--- src/bise_pkg.sv ---
// constants, types and encodings for the branch/increment/or/shift execute block
package bise_pkg;
  localparam int DATA_W = 8;
  localparam int INSTR_W = 14;
  localparam int PC_W = 13;
  localparam int ADDR_W = 7;
  localparam int JUMP_K_W = 11;
  localparam int LATCH_W = 8;
  // field positions inside the instruction word and the pc high latch
  localparam int OPC_MSB = 13;
  localparam int OPC_LSB = 8;
  localparam int DEST_BIT = 7;
  localparam int ADDR_MSB = 6;
  localparam int JUMP_OPC_LSB = 11;
  localparam int LATCH_HI_BIT = 4;
  localparam int LATCH_LO_BIT = 3;
  // opcode values
  localparam logic [2:0] OPC_JUMP = 3'h5;
  localparam logic [5:0] OPC_INCSZ = 6'h0F;
  localparam logic [5:0] OPC_INC = 6'h0A;
  localparam logic [5:0] OPC_ORLW = 6'h38;
  localparam logic [5:0] OPC_ORWF = 6'h04;
  localparam logic [5:0] OPC_SHL = 6'h35;
  // reset values and increment steps
  localparam logic [PC_W-1:0] PC_RESET = 13'h0000;
  localparam logic [DATA_W-1:0] WORK_RESET = 8'h00;
  localparam logic [DATA_W-1:0] ONE = 8'h01;
  localparam logic [PC_W-1:0] PC_STEP = 13'h0001;
  typedef enum logic [2:0] {
    OP_NOP, OP_JUMP, OP_INCSZ, OP_INC, OP_ORLW, OP_ORWF, OP_SHL
  } bise_op_e;
  typedef enum logic [1:0] {ST_FETCH, ST_EXEC, ST_DEAD} bise_state_e;
endpackage

--- src/bise_alu_if.sv ---
// operand and result bundle between the sequencer and the datapath
`timescale 1ns/1ps
interface bise_alu_if;
  bise_pkg::bise_op_e op;
  logic [bise_pkg::DATA_W-1:0] work;
  logic [bise_pkg::DATA_W-1:0] file;
  logic [bise_pkg::DATA_W-1:0] lit;
  logic [bise_pkg::DATA_W-1:0] result;
  logic carry_out;
  logic upd_zero;
  logic upd_carry;
  logic has_dest;
  logic skip;
  modport seq (output op, output work, output file, output lit,
    input result, input carry_out, input upd_zero, input upd_carry,
    input has_dest, input skip);
  modport alu (input op, input work, input file, input lit,
    output result, output carry_out, output upd_zero, output upd_carry,
    output has_dest, output skip);
endinterface

--- src/bise_alu.sv ---
// combinational datapath for increment, or and left shift
`timescale 1ns/1ps
module bise_alu (
  bise_alu_if.alu a
);
  wire [bise_pkg::DATA_W-1:0] inc_sum = a.file + bise_pkg::ONE;
  wire [bise_pkg::DATA_W-1:0] or_lit = a.work | a.lit;
  wire [bise_pkg::DATA_W-1:0] or_file = a.work | a.file;
  wire [bise_pkg::DATA_W-1:0] shl = {a.file[bise_pkg::DATA_W-2:0], 1'b0};
  wire is_inc = (a.op == bise_pkg::OP_INC) || (a.op == bise_pkg::OP_INCSZ);
  assign a.result = is_inc ? inc_sum :
                    (a.op == bise_pkg::OP_ORLW) ? or_lit :
                    (a.op == bise_pkg::OP_ORWF) ? or_file :
                    (a.op == bise_pkg::OP_SHL) ? shl : a.work;
  assign a.carry_out = a.file[bise_pkg::DATA_W-1];
  // incsz and jump leave zero alone
  assign a.upd_zero = (a.op == bise_pkg::OP_INC) || (a.op == bise_pkg::OP_ORLW) ||
                      (a.op == bise_pkg::OP_ORWF) || (a.op == bise_pkg::OP_SHL);
  assign a.upd_carry = (a.op == bise_pkg::OP_SHL);
  assign a.has_dest = is_inc || (a.op == bise_pkg::OP_ORWF) || (a.op == bise_pkg::OP_SHL);
  assign a.skip = (a.op == bise_pkg::OP_INCSZ) && (inc_sum == '0);
endmodule

--- src/bise_exec.sv ---
// instruction sequencer: decode, pc update, register writeback and flags
`timescale 1ns/1ps
module bise_exec (
  input wire logic clk,
  input wire logic reset,
  input wire logic instr_valid,
  input wire logic [bise_pkg::INSTR_W-1:0] instr,
  input wire logic [bise_pkg::LATCH_W-1:0] pc_high_latch,
  input wire logic [bise_pkg::DATA_W-1:0] file_rdata,
  output logic instr_ready,
  output logic [bise_pkg::PC_W-1:0] pc,
  output logic [bise_pkg::ADDR_W-1:0] file_addr,
  output logic [bise_pkg::DATA_W-1:0] file_wdata,
  output logic file_we,
  output logic [bise_pkg::DATA_W-1:0] work_reg,
  output logic zero_flag,
  output logic carry_flag,
  output logic skip_pulse,
  output logic illegal_pulse
);
  function automatic bise_pkg::bise_op_e decode(input logic [bise_pkg::INSTR_W-1:0] iw);
    logic [5:0] opc;
    opc = iw[bise_pkg::OPC_MSB:bise_pkg::OPC_LSB];
    if (iw[bise_pkg::OPC_MSB:bise_pkg::JUMP_OPC_LSB] == bise_pkg::OPC_JUMP) begin
      decode = bise_pkg::OP_JUMP;
    end else if (opc == bise_pkg::OPC_INCSZ) begin
      decode = bise_pkg::OP_INCSZ;
    end else if (opc == bise_pkg::OPC_INC) begin
      decode = bise_pkg::OP_INC;
    end else if (opc == bise_pkg::OPC_ORLW) begin
      decode = bise_pkg::OP_ORLW;
    end else if (opc == bise_pkg::OPC_ORWF) begin
      decode = bise_pkg::OP_ORWF;
    end else if (opc == bise_pkg::OPC_SHL) begin
      decode = bise_pkg::OP_SHL;
    end else begin
      decode = bise_pkg::OP_NOP;
    end
  endfunction

  bise_pkg::bise_state_e state_reg, state_next;
  bise_pkg::bise_op_e op_reg;
  logic dest_reg;
  logic [bise_pkg::DATA_W-1:0] lit_reg;
  logic [bise_pkg::JUMP_K_W-1:0] jump_k_reg;
  logic [bise_pkg::PC_W-1:0] pc_reg, pc_next;
  logic [bise_pkg::ADDR_W-1:0] addr_reg;
  logic [bise_pkg::DATA_W-1:0] work_next, wdata_reg;
  logic ready_reg, we_reg, we_next, zero_reg, zero_next, carry_reg, carry_next;
  logic skip_reg, illegal_reg;

  bise_alu_if alu_bus ();
  bise_alu u_alu (
    .a(alu_bus)
  );

  wire take = (state_reg == bise_pkg::ST_FETCH) && instr_valid;
  wire bise_pkg::bise_op_e op_dec = decode(instr);
  wire in_exec = (state_reg == bise_pkg::ST_EXEC);
  // d=0 selects the working register, d=1 the file register
  wire to_file = alu_bus.has_dest && dest_reg;
  wire to_work = (alu_bus.has_dest && !dest_reg) || (op_reg == bise_pkg::OP_ORLW);
  wire result_zero = (alu_bus.result == '0);
  wire [bise_pkg::PC_W-1:0] jump_target = {pc_high_latch[bise_pkg::LATCH_HI_BIT:
    bise_pkg::LATCH_LO_BIT], jump_k_reg};
  wire extra_slot = (op_reg == bise_pkg::OP_JUMP) || alu_bus.skip;

  assign alu_bus.op = op_reg;
  assign alu_bus.work = work_reg;
  assign alu_bus.file = file_rdata;
  assign alu_bus.lit = lit_reg;

  always_comb begin
    state_next = state_reg;
    unique case (state_reg)
      bise_pkg::ST_FETCH: begin
        if (instr_valid) begin
          state_next = bise_pkg::ST_EXEC;
        end
      end
      bise_pkg::ST_EXEC: begin
        state_next = extra_slot ? bise_pkg::ST_DEAD : bise_pkg::ST_FETCH;
      end
      bise_pkg::ST_DEAD: begin
        state_next = bise_pkg::ST_FETCH;
      end
    endcase
  end

  always_comb begin
    pc_next = pc_reg;
    if (take) begin
      pc_next = pc_reg + bise_pkg::PC_STEP;
    end else if (in_exec && op_reg == bise_pkg::OP_JUMP) begin
      pc_next = jump_target;
    end else if (in_exec && alu_bus.skip) begin
      // step past the instruction that the dead slot replaces
      pc_next = pc_reg + bise_pkg::PC_STEP;
    end
  end

  // jump and incsz never reach the flag updates
  assign work_next = (in_exec && to_work) ? alu_bus.result : work_reg;
  assign we_next = in_exec && to_file;
  assign zero_next = (in_exec && alu_bus.upd_zero) ? result_zero : zero_reg;
  assign carry_next = (in_exec && alu_bus.upd_carry) ? alu_bus.carry_out : carry_reg;

  always_ff @(posedge clk) begin
    if (reset) begin
      state_reg <= bise_pkg::ST_FETCH;
      pc_reg <= bise_pkg::PC_RESET;
      work_reg <= bise_pkg::WORK_RESET;
      zero_reg <= 1'b0;
      carry_reg <= 1'b0;
      we_reg <= 1'b0;
    end else begin
      state_reg <= state_next;
      pc_reg <= pc_next;
      work_reg <= work_next;
      zero_reg <= zero_next;
      carry_reg <= carry_next;
      we_reg <= we_next;
    end
  end

  always_ff @(posedge clk) begin
    if (reset) begin
      op_reg <= bise_pkg::OP_NOP;
      dest_reg <= 1'b0;
      lit_reg <= '0;
      jump_k_reg <= '0;
      addr_reg <= '0;
    end else if (take) begin
      op_reg <= op_dec;
      dest_reg <= instr[bise_pkg::DEST_BIT];
      lit_reg <= instr[bise_pkg::DATA_W-1:0];
      jump_k_reg <= instr[bise_pkg::JUMP_K_W-1:0];
      addr_reg <= instr[bise_pkg::ADDR_MSB:0];
    end
  end

  always_ff @(posedge clk) begin
    if (reset) begin
      wdata_reg <= '0;
      skip_reg <= 1'b0;
      illegal_reg <= 1'b0;
      ready_reg <= 1'b0;
    end else begin
      wdata_reg <= in_exec ? alu_bus.result : wdata_reg;
      skip_reg <= in_exec && alu_bus.skip;
      illegal_reg <= take && (op_dec == bise_pkg::OP_NOP);
      // ready is registered from the next state, so it is high while the current state is fetch, except the first cycle after reset
      ready_reg <= (state_next == bise_pkg::ST_FETCH);
    end
  end

  assign instr_ready = ready_reg;
  assign pc = pc_reg;
  assign file_addr = addr_reg;
  assign file_wdata = wdata_reg;
  assign file_we = we_reg;
  assign zero_flag = zero_reg;
  assign carry_flag = carry_reg;
  assign skip_pulse = skip_reg;
  assign illegal_pulse = illegal_reg;
endmodule

--- config.mk ---
export PLATFORM = sky130hd
export DESIGN_NAME = bise_exec
export DESIGN_NICKNAME = d
export VERILOG_FILES = /design/src/bise_pkg.sv /design/src/bise_alu_if.sv /design/src/bise_alu.sv /design/src/bise_exec.sv
export SDC_FILE = /design/constraint.sdc
export NUM_CORES = 1
export LEC_CHECK = 0
export BUFFER_PORTS_ARGS = -buffer_cell sky130_fd_sc_hd__buf_2
export CAP_MARGIN = 5
export CORE_ASPECT_RATIO = 0.8
export CORE_MARGIN = 2
export CORE_UTILIZATION = 35
export CTS_CLUSTER_DIAMETER = 30
export DETAILED_ROUTE_END_ITERATION = 10
export PLACE_DENSITY_LB_ADDON = 0.2
export SLEW_MARGIN = 30
export SYNTH_ARGS = -nofsm -noshare
export SYNTH_HDL_FRONTEND = slang
export SYNTH_HIERARCHICAL = 1
export SYNTH_SLANG_ARGS = --single-unit
export TNS_END_PERCENT = 10
--- constraint.sdc ---
create_clock -name clk -period 2.6 [get_ports clk]
set_input_delay 0.26 -clock clk [delete_from_list [all_inputs] [get_ports clk]]
set_output_delay 0.26 -clock clk [all_outputs]
set_load 0.01 [all_outputs]
Word-level counts from Yosys, hierarchy flattened
Index checks and enable logic that the tools add are counted.
{ "totals": {"inputBits": 33, "wordCells": 75, "ff_bits": 67} }
{ "classes": {"n_eq_ne": 14, "addsub": 2, "mux": 16, "n_reduce_logical": 26, "bitwise": 2} }
{ "op_table": {"columns": ["op", "n"], "rows": [
  ["13-bit 2-to-1 mux", 3],
  ["8-bit 2-to-1 mux", 4],
  ["3-bit 2-to-1 mux", 6],
  ["8-bit logical NOT", 2],
  ["8-bit OR", 2],
  ["13-bit by 1-bit adder with 13-bit output (second input constant)", 1],
  ["3-bit == test (second input constant)", 4],
  ["6-bit by 4-bit == test with 1-bit output (second input constant)", 2],
  ["6-bit == test (second input constant)", 2],
  ["1-bit logical AND", 11],
  ["8-bit by 1-bit adder with 8-bit output (second input constant)", 1],
  ["1-bit logical OR", 8],
  ["3-bit by 2-bit == test with 1-bit output (second input constant)", 2],
  ["6-bit by 3-bit == test with 1-bit output (second input constant)", 1],
  ["2-bit one-hot mux with 3 select lines", 1],
  ["2-bit logical NOT", 2],
  ["2-bit 2-to-1 mux", 2],
  ["3-bit by 1-bit == test with 1-bit output (second input constant)", 1],
  ["3-bit logical NOT", 1],
  ["3-bit nonzero test", 1],
  ["2-bit by 1-bit == test with 1-bit output (second input constant)", 1],
  ["2-bit == test (second input constant)", 1],
  ["1-bit logical NOT", 1]
]} }

Logic depth before layout (Yosys ltp)
Gate-level depths: netlist of the first run.
{ "logic_depth": {"word_depth": 9, "depth_mapped": 8, "mapped_depth_nobuf": 8} }

Cells and area by module
Netlist of the first run, hierarchy kept.
{ "by_module_without_submodules": {"columns": ["module", "cells_per_inst", "area_each_um2", "n_inst"], "rows": [
  ["bise_exec", 287, 2414.8, 1],
  ["bise_alu", 91, 589.3, 1]
]} }

Least setup slack after synthesis of the first run
OpenSTA, ideal clock, no wires.
{ "synth_timing": {"path_type": "register to register", "start": "register op_reg[1], in the netlist alu_bus.op[1]", "end": "register pc_reg, in the netlist pc[8]", "n_path_buf": 1, "setup_slack_ns": 0.563, "synth_period_minus_slack_ns": 2.037, "path_stages_with_launch": 8, "required_time_ns": 2.530, "arrival_ns": 1.967, "path_cell_list": "dfxtp_1 -> buf_2 -> nand2b_1 -> nor4_1 -> and3_1 -> a31oi_4 -> or4b_1 -> a21oi_1"} }
{ "synth_via": {"elab_chain_cells": 4, "elab_cells_between_ends": 8, "cone_classes": "eq/ne: 2; mux: 2; reduce/logical: 4"} }
{ "synth_rtl": {"columns": ["element", "line", "rtl"], "rows": [
  ["from (decl)", "bise_exec.sv:42", "bise_pkg::bise_op_e op_reg;"],
  ["from (signal assigned)", "bise_exec.sv:128", "op_reg <= bise_pkg::OP_NOP;"],
  ["from (signal assigned)", "bise_exec.sv:134", "op_reg <= op_dec;"],
  ["3-bit by 2-bit == test with 1-bit output", "bise_alu.sv:21", "assign a.skip = (a.op == bise_pkg::OP_INCSZ) && (inc_sum == '0);"],
  ["1-bit logical AND", "bise_alu.sv:21", null],
  ["net alu_bus.skip", "bise_alu_if.sv:13", "logic skip;"],
  ["1-bit logical AND", "bise_exec.sv:96", "end else if (in_exec && alu_bus.skip) begin"],
  ["3-bit nonzero test (no line)", null, null],
  ["to (signal assigned)", "bise_exec.sv:111", "pc_reg <= bise_pkg::PC_RESET;"],
  ["to (signal assigned)", "bise_exec.sv:118", "pc_reg <= pc_next;"],
  ["to (decl)", "bise_exec.sv:46", "logic [bise_pkg::PC_W-1:0] pc_reg, pc_next;"]
]} }
The timed path passes the listed nets, and every way through them passes these cells.
A chain may end at the register's enable or synchronous reset.

Final worst setup path of the first run
{ "layout_timing": {"start": "register op_reg[2], in the netlist alu_bus.op[2]", "end": "register pc_reg, in the netlist pc[8]"} }
The elaborated chain is that of the path after synthesis.

==> results.md, run 1 <==
- Status: finished, final reports clean
- Post-synthesis cell type count: 64
- Post-CTS Setup Inserts: 0
- Max FO, Critical Path: 9
- Dpl hpwl: slightly above 6000 um
- Seq/Total Area, Yosys: around 34%
- First-pass GRT wire length: about 14000 um
- Area share of the largest cell type after synthesis: 33.99%
- Tmin final: ~2.2 ns
- Seq cells post-synth: 51
- Fin crit share: between 80 and 90%
- # fillers: around 900
- Initial antenna violation count: 0
- Worst r2r src: alu_bus.op[2]$_SDFFE_PP0P_
- Setup CP Type: reg2reg
- Final Core Density: between 40 and 50%
- Setup TNS: 0 ns
- Total clock sinks: slightly above 50
- Routed WL: slightly above 8000 um
- DRT antenna net count: 0
- CP startpoint: alu_bus.op[2]$_SDFFE_PP0P_
- Slew margin rel.: between 60% and 70%
- Final #Nets: between 400 and 500
- Area after DPL: about 0.0034 mm^2
- Post-synth top flop: dfxtp_1
- EDFF count, synth: 0
- Largest net degree at the start of global routing: 56
- Unrepaired setup endpoints after global routing: no
- Wire per inst: ~15 um
- Fin worst setup slack: roughly 0.38 ns
- Placed Cells: 538
- Resized cells post-CTS: 0
- Syn Std Cell Area: 0.003004 mm^2
- Worst EP required: between 2 and 3 ns
- Layout cell share with drive strength beyond 1: around 23%
- Main area contributors after synthesis: dfxtp_1 34%, nand2_1 6.5%, a21oi_1 6.3%
- Non-Filler Instances: around 550
- Maximum VDD drop: just over 0.0002 V
- Biggest area consumer among synthesized cells: dfxtp_1
- Initial drt markers: about 140
- Hold Crit Start: instr[4]
- # port buffers: 68
- Die ar.: just over 0.009 mm^2
- Routability cong.: around 0.86
- Clock skew: around 0.0073 ns
- Synth warnings: 6
- Achievable clock frequency: 450.3 MHz
- Synth Net Count: ~420
- Clk buf depth: 2
- Post-synthesis cell count: roughly 380
- Slew @ Worst Pin: approximately 0.60 ns
- Hold buffer count at CTS: 0
- Worst-skew pair later-pin latency: 0.30 ns
- Cts bufs inserted: 5
- Starting Density: a little over a third
- Max-slew violation count: 0
- Overflow after GRT: 0
- Setup crit end kind: register
- Area growth from synthesis to layout: 15.79%
- Standard-cell rows: 30
- Final setup violation count: 0
- Pwr dens: roughly 450 mW/mm^2
- Final hold vios: 0
- Clock Pin Slew Worst Setup and Hold Paths: 0.10 ns
- H-tree depth: 2
- Chip height: a little under 90 um
- Root Driver: clkbuf_8
- Maxcap violations: 0
- DR vias: approximately 2900
- Max reg flops: 13
- DRC errors left: 0
- Worst hold path class: in2reg
- ANT cells: 0
- Core ar.: approximately 0.0084 mm^2
- Drt first pass iters: 4
- Final instance area: around 0.0035 mm^2
- GRT Overall Usage: 17.98%
- Crit path DAT: between 2 and 2.5 ns
- Synth Area per Inst: 7.947 um^2
- Lkg Pwr: 1.450 nW
- Clock tree from TritonCTS: built
- Crit start category: register
- Vias per cell: roughly 5.3
- Pre-CTS setup slack: roughly 0.31 ns
- Number of global-route vias before repair: 2711
- I/O pin count: 75
- Post-synth ARST share: 0%
- Die X: between 100 and 150 um
## power breakdown
part	switching [mW]	total (mW)	leakage, nW	internal (mW)
logic	0.162	0.266	0.995	0.105
clock network	0.265	0.454	0.0412	0.189
registers	0.0253	0.830	0.414	0.805
## synth_stat cells, types with 6 or more instances
cell and count:
buf_4 10, clkbuf_1 8, o21ai_0 10, a21oi_1 38, nor4_1 6, dfxtp_1 51, nand3_1 10, nand2_1 52
and3_1 8, nor2_1 38, a31oi_1 7, mux2i_1 17, buf_2 8, nand4_1 8, and2_1 6
## critical path, stage by stage (launching register included)
cell	delay (ns)
dfxtp_1	0.41
nand2b_1	0.29
nor4_1	0.25
and3_1	0.36
a31oi_4	0.19
or4b_1	0.52
a21oi_1	0.14
## cell type report
class / count / area (um^2) / area share [%]
tap: 112 / 140.1 / 4.029
multi-input combinational: 294 / 1810 / 52.05
clock inverter: 2 / 12.51 / 0.3597
sequential: 51 / 1021 / 29.35
timing repair buffer: 76 / 402.9 / 11.58
clock buffer: 6 / 72.57 / 2.086
inverter: 5 / 18.77 / 0.5396
## through the flow
step                power [mW]  hold slack (ns)
CTS                      1.568           0.1824
finish                   1.550           0.1897
detailed placement       1.115           0.4502
floorplan                1.024           0.3960
global route             1.630           0.1874
global placement         1.110           0.4448
## metal layers
layer | routed length, um | GRT usage (%) | part of all wire (%) | vias to the layer above
li1 | - | - | - | 1477
met1 | 3960 | 25.74 | 48 | 1349
met2 | 3665 | 27.67 | 44 | 89
met3 | 567 | 4.188 | 6.9 | 4
met4 | 48 | 3.846 | 0.58 | 0
met5 | 0 | 0 | 0 | -
## path summary, 6_finish.rpt
path | endpoint | slack, ns | cells after the start
worst max register to register | pc[8]$_SDFFE_PP0P_ | 0.38 | 6
worst max-delay path | pc[8]$_SDFFE_PP0P_ | 0.38 | 6
worst min register to register | jump_k_reg[8]$_SDFFE_PP0P_ | 0.46 | 2
worst min-delay path | alu_bus.lit[4]$_SDFFE_PP0P_ | 0.19 | 3
## placed cells by master, fill, tap and decap left out, types with 4 or more instances in the layout
cell / n
nand3_1: 10
a21oi_1: 38
mux2i_1: 17
and2_1: 6
a221o_1: 5
nor4_1: 6
xnor2_1: 4
and3_1: 8
nand2_1: 52
a31oi_1: 7
dfxtp_1: 51
buf_2: 67
nand4_1: 8
nor3_1: 4
ha_1: 4
a21o_1: 5
buf_4: 9
nand2b_1: 4
xor2_1: 4
o21ai_1: 5
nor2_1: 38
o21ai_0: 10
clkbuf_8: 5
## cells by family (layout without fill, tap and decap cells)
group / count (synthesis) / after routing / synth area share [%]
AO/OA/AOI/OAI: 95 / 95 / 20.37
flip-flops: 51 / 51 / 33.99
multiplexers: 19 / 19 / 6.414
adder cells (fa/ha/maj): 4 / 4 / 1.666
buffers and inverters: 33 / 89 / 5.956
XOR/XNOR: 8 / 8 / 2.332
AND/OR/NAND/NOR: 168 / 168 / 29.28
No activity file was read; power rests on OpenSTA's default activity.
==> run 2: changes to the inputs <==
- GPL_ROUTABILITY_DRIVEN: not set -> 0
- GPL_TIMING_DRIVEN: not set -> 0
==> run 2 against run 1 <==
Against the previous run:
- clock skew is 0.00081 ns higher
- maximum frequency decreased by 7.1%
- combinational power grew 6%
- critical endpoint is now work_reg[3]$_SDFFE_PP0P_
- final cell count grew 3.3%
- non-clock buffer count grew 18
- die area is the same
- sequential cell count unchanged
- wire length grew 7.1%
- critical path type unchanged
==> results.md, run 2 (synthesis gave the netlist of run 1 again) <==
- Lkg Pwr: 1.516 nW (+4.6%)
- First-pass GRT wire length: 14200 um (+4.2%)
- Flop pwr share: 51.5% (-2.0 points)
- GRT Overall Usage: 19.35% (+1.4 points)
- Total design power: 1.615 mW (+4.2%)
- H-tree depth: 2 (unchanged)
- Max reg flops: 13 (unchanged)
- Setup TNS: 0 ns (unchanged)
- Clock tree from TritonCTS: built
- Vias per cell: 5.397 (+0.95%)
- Initial antenna violation count: 0 (unchanged)
- Final Core Density: 42.49% (+1.1 points)
- Starting Density: 35.73% (unchanged)
- Final setup violation count: 0 (unchanged)
- DRT antenna net count: 0 (unchanged)
- Final hold vios: 0 (unchanged)
- Core ar.: 0.008408 mm^2 (unchanged)
- Unrepaired setup endpoints after global routing: no
- Final instance area: 0.003572 mm^2 (+2.7%)
- DR vias: 3044 (+4.3%)
- Clock Pin Slew Worst Setup and Hold Paths: 0.11 ns (about the same)
- I/O pin count: 75 (unchanged)
- Slew @ Worst Pin: 0.6158 ns (+0.01673 ns)
- Power Internal: 1.117 mW (+1.7%)
- Pre-CTS setup slack: 0.1642 ns (-0.1458 ns)
- Chip height: 86.87 um (unchanged)
- ANT cells: 0 (unchanged)
- Clock skew: 0.008149 ns (+0.0008149 ns)
- Post-CTS Setup Inserts: 0 (unchanged)
- # fillers: 923 (-0.22%)
- Combinational Power Share: 17.5% (+0.3 points)
- Hold buffer count at CTS: 0 (unchanged)
- Die ar.: 0.009345 mm^2 (unchanged)
- DRC errors left: 0 (unchanged)
- Fin worst setup slack: 0.2095 ns (-0.1696 ns)
- Clock network power share: 31.0% (+1.7 points)
- Worst-skew pair later-pin latency: 0.32 ns (+0.02 ns)
- Drt first pass iters: 4 (unchanged)
- Crit path DAT: 2.59 ns (+0.14 ns)
- Final #Nets: 488 (+3.8%)
- Max FO, Critical Path: 10 (+1)
- Maxcap violations: 0 (unchanged)
- Area after DPL: 0.003475 mm^2 (+2.5%)
- Psw: 0.4977 mW (+10%)
- Area growth from synthesis to layout: 18.91%
- Pwr dens: 452.1 mW/mm^2 (+1.4%)
- Switch share: 30.82% (+1.6 points)
- Crit start category: register
- Fin crit share: 91.94% (+6.5 points)
- Slew margin rel.: 58.94% (-1.1 points)
- Standard-cell rows: 30 (unchanged)
- Worst EP required: 2.80 ns (-0.03 ns)
- Worst hold path class: in2reg
- # port buffers: 66 (-2.9%)
- Layout cell share with drive strength beyond 1: 24.12% (+1.5 points)
- Status: finished, final reports clean
- Commonest non-fill, non-tap cell in the layout: buf_2
- Cts bufs inserted: 5 (unchanged)
- Setup CP Type: reg2reg
- Die X: 107.6 um (unchanged)
- Clk buf depth: 2 (unchanged)
- Largest net degree at the start of global routing: 19 (-66%)
- Resized cells post-CTS: 0 (unchanged)
- Maximum VDD drop: 0.0001889 V (-7.8%)
- Overflow after GRT: 0 (unchanged)
- Achievable clock frequency: 418.3 MHz (-7.1%)
- Root Driver: clkbuf_8
- Total clock sinks: 51 (unchanged)
- Max-slew violation count: 0 (unchanged)
- Tmin final: 2.390 ns (+0.1696 ns)
- Number of global-route vias before repair: 2768 (+2.1%)
- Routed WL: 8824 um (+7.1%)
- Most frequent cells in the layout: 74 x buf_2, 52 x nand2_1, 50 x dfxtp_1
- Dpl hpwl: 6647 um (+9.0%)
- Initial drt markers: 248 (+72%)
- Setup crit end kind: register
- Wire per inst: 15.65 um (+3.7%)
## run 2: per-stage QoR
step                hold WS [ns]  std cells
floorplan                 0.3960        378
global placement          0.4446        556
detailed placement        0.4500        556
CTS                       0.1527        564
global route              0.1553        564
finish                    0.1676        564
## run 2: power by group through the flow
stage / registers [mW] / logic [mW] / clock network [mW]
after floorplan: 0.844 / 0.179 / 0
after global placement: 0.850 / 0.278 / 0
after detailed placement: 0.849 / 0.281 / 0
after CTS: 0.832 / 0.282 / 0.518
after global routing: 0.835 / 0.316 / 0.547
final: 0.831 / 0.283 / 0.501
## run 2: critical path, cell delays in order, from the launching register on
cell and delay, ns:
dfxtp_1 0.44, buf_4 0.21, clkbuf_1 0.39, nand2_1 0.12, xnor2_1 0.15, nor2b_1 0.14
o21ai_2 0.51, mux2i_1 0.25, nor2_1 0.05
## run 2: worst paths after layout
check | start | cells past startpoint | slack [ns] | end
max | alu_bus.op[2]$_SDFFE_PP0P_ | 8 | 0.21 | work_reg[3]$_SDFFE_PP0P_
max reg2reg | alu_bus.op[2]$_SDFFE_PP0P_ | 8 | 0.21 | work_reg[3]$_SDFFE_PP0P_
min | instr[2] | 3 | 0.17 | alu_bus.lit[2]$_SDFFE_PP0P_
min reg2reg | carry_flag$_SDFFE_PP0P_ | 2 | 0.46 | carry_flag$_SDFFE_PP0P_
## run 2: layout make-up
cell class,instances,area (um^2),share of cell area [%]
timing repair buffer,66,330.3,9.247
sequential,51,1022,28.62
buffer,28,160.2,4.483
multi-input combinational,294,1805,50.54
clock inverter,3,26.28,0.7356
inverter,5,18.77,0.5254
clock buffer,5,68.82,1.926
tap,112,140.1,3.923
## run 2: metal layers
layer | wire (um) | global-route usage (%) | vias up
met5 | 0 | 0 | -
met4 | 142 | 6.061 | 0
met3 | 558 | 3.216 | 12
met2 | 3624 | 27.96 | 86
met1 | 4499 | 29.20 | 1430
li1 | - | - | 1516
==> run 3: changes to the inputs <==
- CELL_PAD_IN_SITES_DETAIL_PLACEMENT: not set -> 1
- CELL_PAD_IN_SITES_GLOBAL_PLACEMENT: not set -> 1
==> run 3 against run 2 <==
Against the previous run:
- maximum frequency is 2.5% lower
- sequential cell count stayed put
- largest cell class unchanged
- non-clock buffer count stayed put
- combinational power is 2% higher
- clock-buffer cell count stayed put
- final cell count stayed put
- design area is 0.39% higher
- critical path type unchanged
- register-to-register slack worse by 0.06 ns
- sequential power is 0.6% higher
==> results.md, run 3 (synthesis gave the netlist of run 1 again) <==
- Multi-input logic area: 0.001813 mm^2 (+0.42%)
- Clock Pin Slew Worst Setup and Hold Paths: 0.11 ns (about the same)
- Setup CP Type: reg2reg
- Max FO, Critical Path: 10 (unchanged)
- Post-CTS Setup Inserts: 0 (unchanged)
- H-tree depth: 2 (unchanged)
- GRT Overall Usage: 21.95% (+2.6 points)
- Drt first pass iters: 4 (unchanged)
- Setup TNS: 0 ns (unchanged)
- Commonest non-fill, non-tap cell in the layout: buf_2
- Die X: 107.6 um (unchanged)
- Initial drt markers: 147 (-41%)
- Tmin final: 2.451 ns (+0.06053 ns)
- Register area: 0.001021 mm^2 (-0.12%)
- Setup crit end kind: register
- Status: finished, final reports clean
- Layout cell share with drive strength beyond 1: 23.89% (-0.22 points)
- Number of global-route vias before repair: 2997 (+8.3%)
- Final setup violation count: 0 (unchanged)
- Overflow after GRT: 0 (unchanged)
- Clock skew: 0.01565 ns (+0.007503 ns)
- DR vias: 3130 (+2.8%)
- Most frequent cells in the layout: 74 x buf_2, 52 x nand2_1, 51 x dfxtp_1
- Unrepaired setup endpoints after global routing: no
- Psw: 0.5139 mW (+3.3%)
- Fin crit share: 94.27% (+2.3 points)
- Pwr dens: 456.8 mW/mm^2 (+1.0%)
- ANT cells: 0 (unchanged)
- # fillers: 1092 (+18%)
- Starting Density: 35.73% (unchanged)
- Standard-cell rows: 30 (unchanged)
- Achievable clock frequency: 408.0 MHz (-2.5%)
- Clk buf depth: 2 (unchanged)
- Wire per inst: 17.62 um (+13%)
- Total clock sinks: 51 (unchanged)
- Worst-skew pair later-pin latency: 0.31 ns (about the same)
- Final hold vios: 0 (unchanged)
- Dpl hpwl: 7602 um (+14%)
- I/O pin count: 75 (unchanged)
- Root Driver: clkbuf_8
- Chip height: 86.87 um (unchanged)
- Slew margin rel.: 60.15% (+1.2 points)
- Combinational Power Share: 17.6% (about the same)
- Maximum VDD drop: 0.0002214 V (+17%)
- Crit path DAT: 2.69 ns (+0.10 ns)
- Clock tree from TritonCTS: built
- Lkg Pwr: 1.519 nW (+0.20%)
- Max reg flops: 13 (unchanged)
- Final #Nets: 488 (unchanged)
- # port buffers: 66 (unchanged)
- Worst hold path class: in2reg
- Largest net degree at the start of global routing: 20 (+1)
- Routed WL: 9937 um (+13%)
- Slew @ Worst Pin: 0.5977 ns (-0.01810 ns)
- Vias per cell: 5.550 (+2.8%)
- Core ar.: 0.008408 mm^2 (unchanged)
- Die ar.: 0.009345 mm^2 (unchanged)
- Initial antenna violation count: 0 (unchanged)
- Clock network power share: 31.4% (+0.4 points)
- Power Internal: 1.124 mW (+0.62%)
- Max-slew violation count: 0 (unchanged)
- Total design power: 1.638 mW (+1.4%)
- Area growth from synthesis to layout: 19.37%
- DRT antenna net count: 0 (unchanged)
- Worst EP required: 2.84 ns (+0.04 ns)
- Crit start category: register
- Maxcap violations: 0 (unchanged)
- DRC errors left: 0 (unchanged)
- Switch share: 31.37% (+0.55 points)
- Cts bufs inserted: 5 (unchanged)
- Flop pwr share: 51.0% (-0.5 points)
- First-pass GRT wire length: 16130 um (+14%)
-- run 3: cell count changes in the layout (fill, tap and decap cells not counted) --
cell / before / now
clkinv_4: 1 / 0
clkinv_8: 0 / 1
dfxtp_1: 50 / 51
dfxtp_2: 1 / 0
o21ai_2: 1 / 0
o21ai_4: 0 / 1
-- run 3: path summary, 6_finish.rpt --
| path | startpoint | depth (start not counted) | endpoint | slack [ns] |
|---|---|---|---|---|
| setup reg to reg | alu_bus.op[1]$_SDFFE_PP0P_ | 7 | pc[8]$_SDFFE_PP0P_ | 0.15 |
| hold reg to reg | carry_flag$_SDFFE_PP0P_ | 2 | carry_flag$_SDFFE_PP0P_ | 0.47 |
| setup / recovery | alu_bus.op[1]$_SDFFE_PP0P_ | 7 | pc[8]$_SDFFE_PP0P_ | 0.15 |
| hold / removal | instr[1] | 3 | alu_bus.lit[1]$_SDFFE_PP0P_ | 0.18 |
-- run 3: stage by stage --
step / cells / setup WS [ns] / hold slack [ns] / area [um^2] / util, %
floorplan: 378 / 0.5629 / 0.3960 / 3004 / -
global placement: 556 / 0.06988 / 0.4528 / 3475 / 41.32
detailed placement: 556 / 0.09662 / 0.4595 / 3475 / 41.32
CTS: 564 / 0.05974 / 0.1792 / 3577 / 42.54
global route: 564 / 0.01968 / 0.1860 / 3586 / 42.65
finish: 564 / 0.1490 / 0.1847 / 3586 / 42.65
-- run 3: critical path, stage by stage (launching register included) --
cell	delay, ns
dfxtp_1	0.47
buf_2	0.27
nand2b_1	0.19
nor4_1	0.26
and3_2	0.34
a31oi_4	0.16
or4b_1	0.52
a21oi_1	0.16
-- run 3: power groups by stage --
stage	Clock [mW]	Sequential [mW]	Combinational, mW
6_report	0.514	0.836	0.288
5_1_grt	0.563	0.840	0.321
4_1_cts	0.531	0.836	0.285
3_5_place_dp	0	0.853	0.284
3_3_place_gp	0	0.852	0.279
2_1_floorplan	0	0.844	0.179
-- run 3: final cells by class --
class                      count  area share (%)
clock inverter                 3          0.9421
buffer                        28           4.466
inverter                       5          0.5234
timing repair buffer          66           9.211
tap                          112           3.908
multi-input combinational    294           50.56
sequential                    51           28.47
clock buffer                   5           1.919
-- run 3: layer usage --
layer | up-vias | track usage, % | share of wire, %
met5 | - | 0 | 0
met2 | 85 | 30.47 | 40
li1 | 1520 | - | -
met4 | 0 | 2.797 | 0.61
met1 | 1519 | 35.57 | 53
met3 | 6 | 3.889 | 7.1
-- run 3: what timing repair did --
action                     CTS  global route
hold buffers                 0             0
gates resized for setup      0             2
setup endpoints to repair    0             9
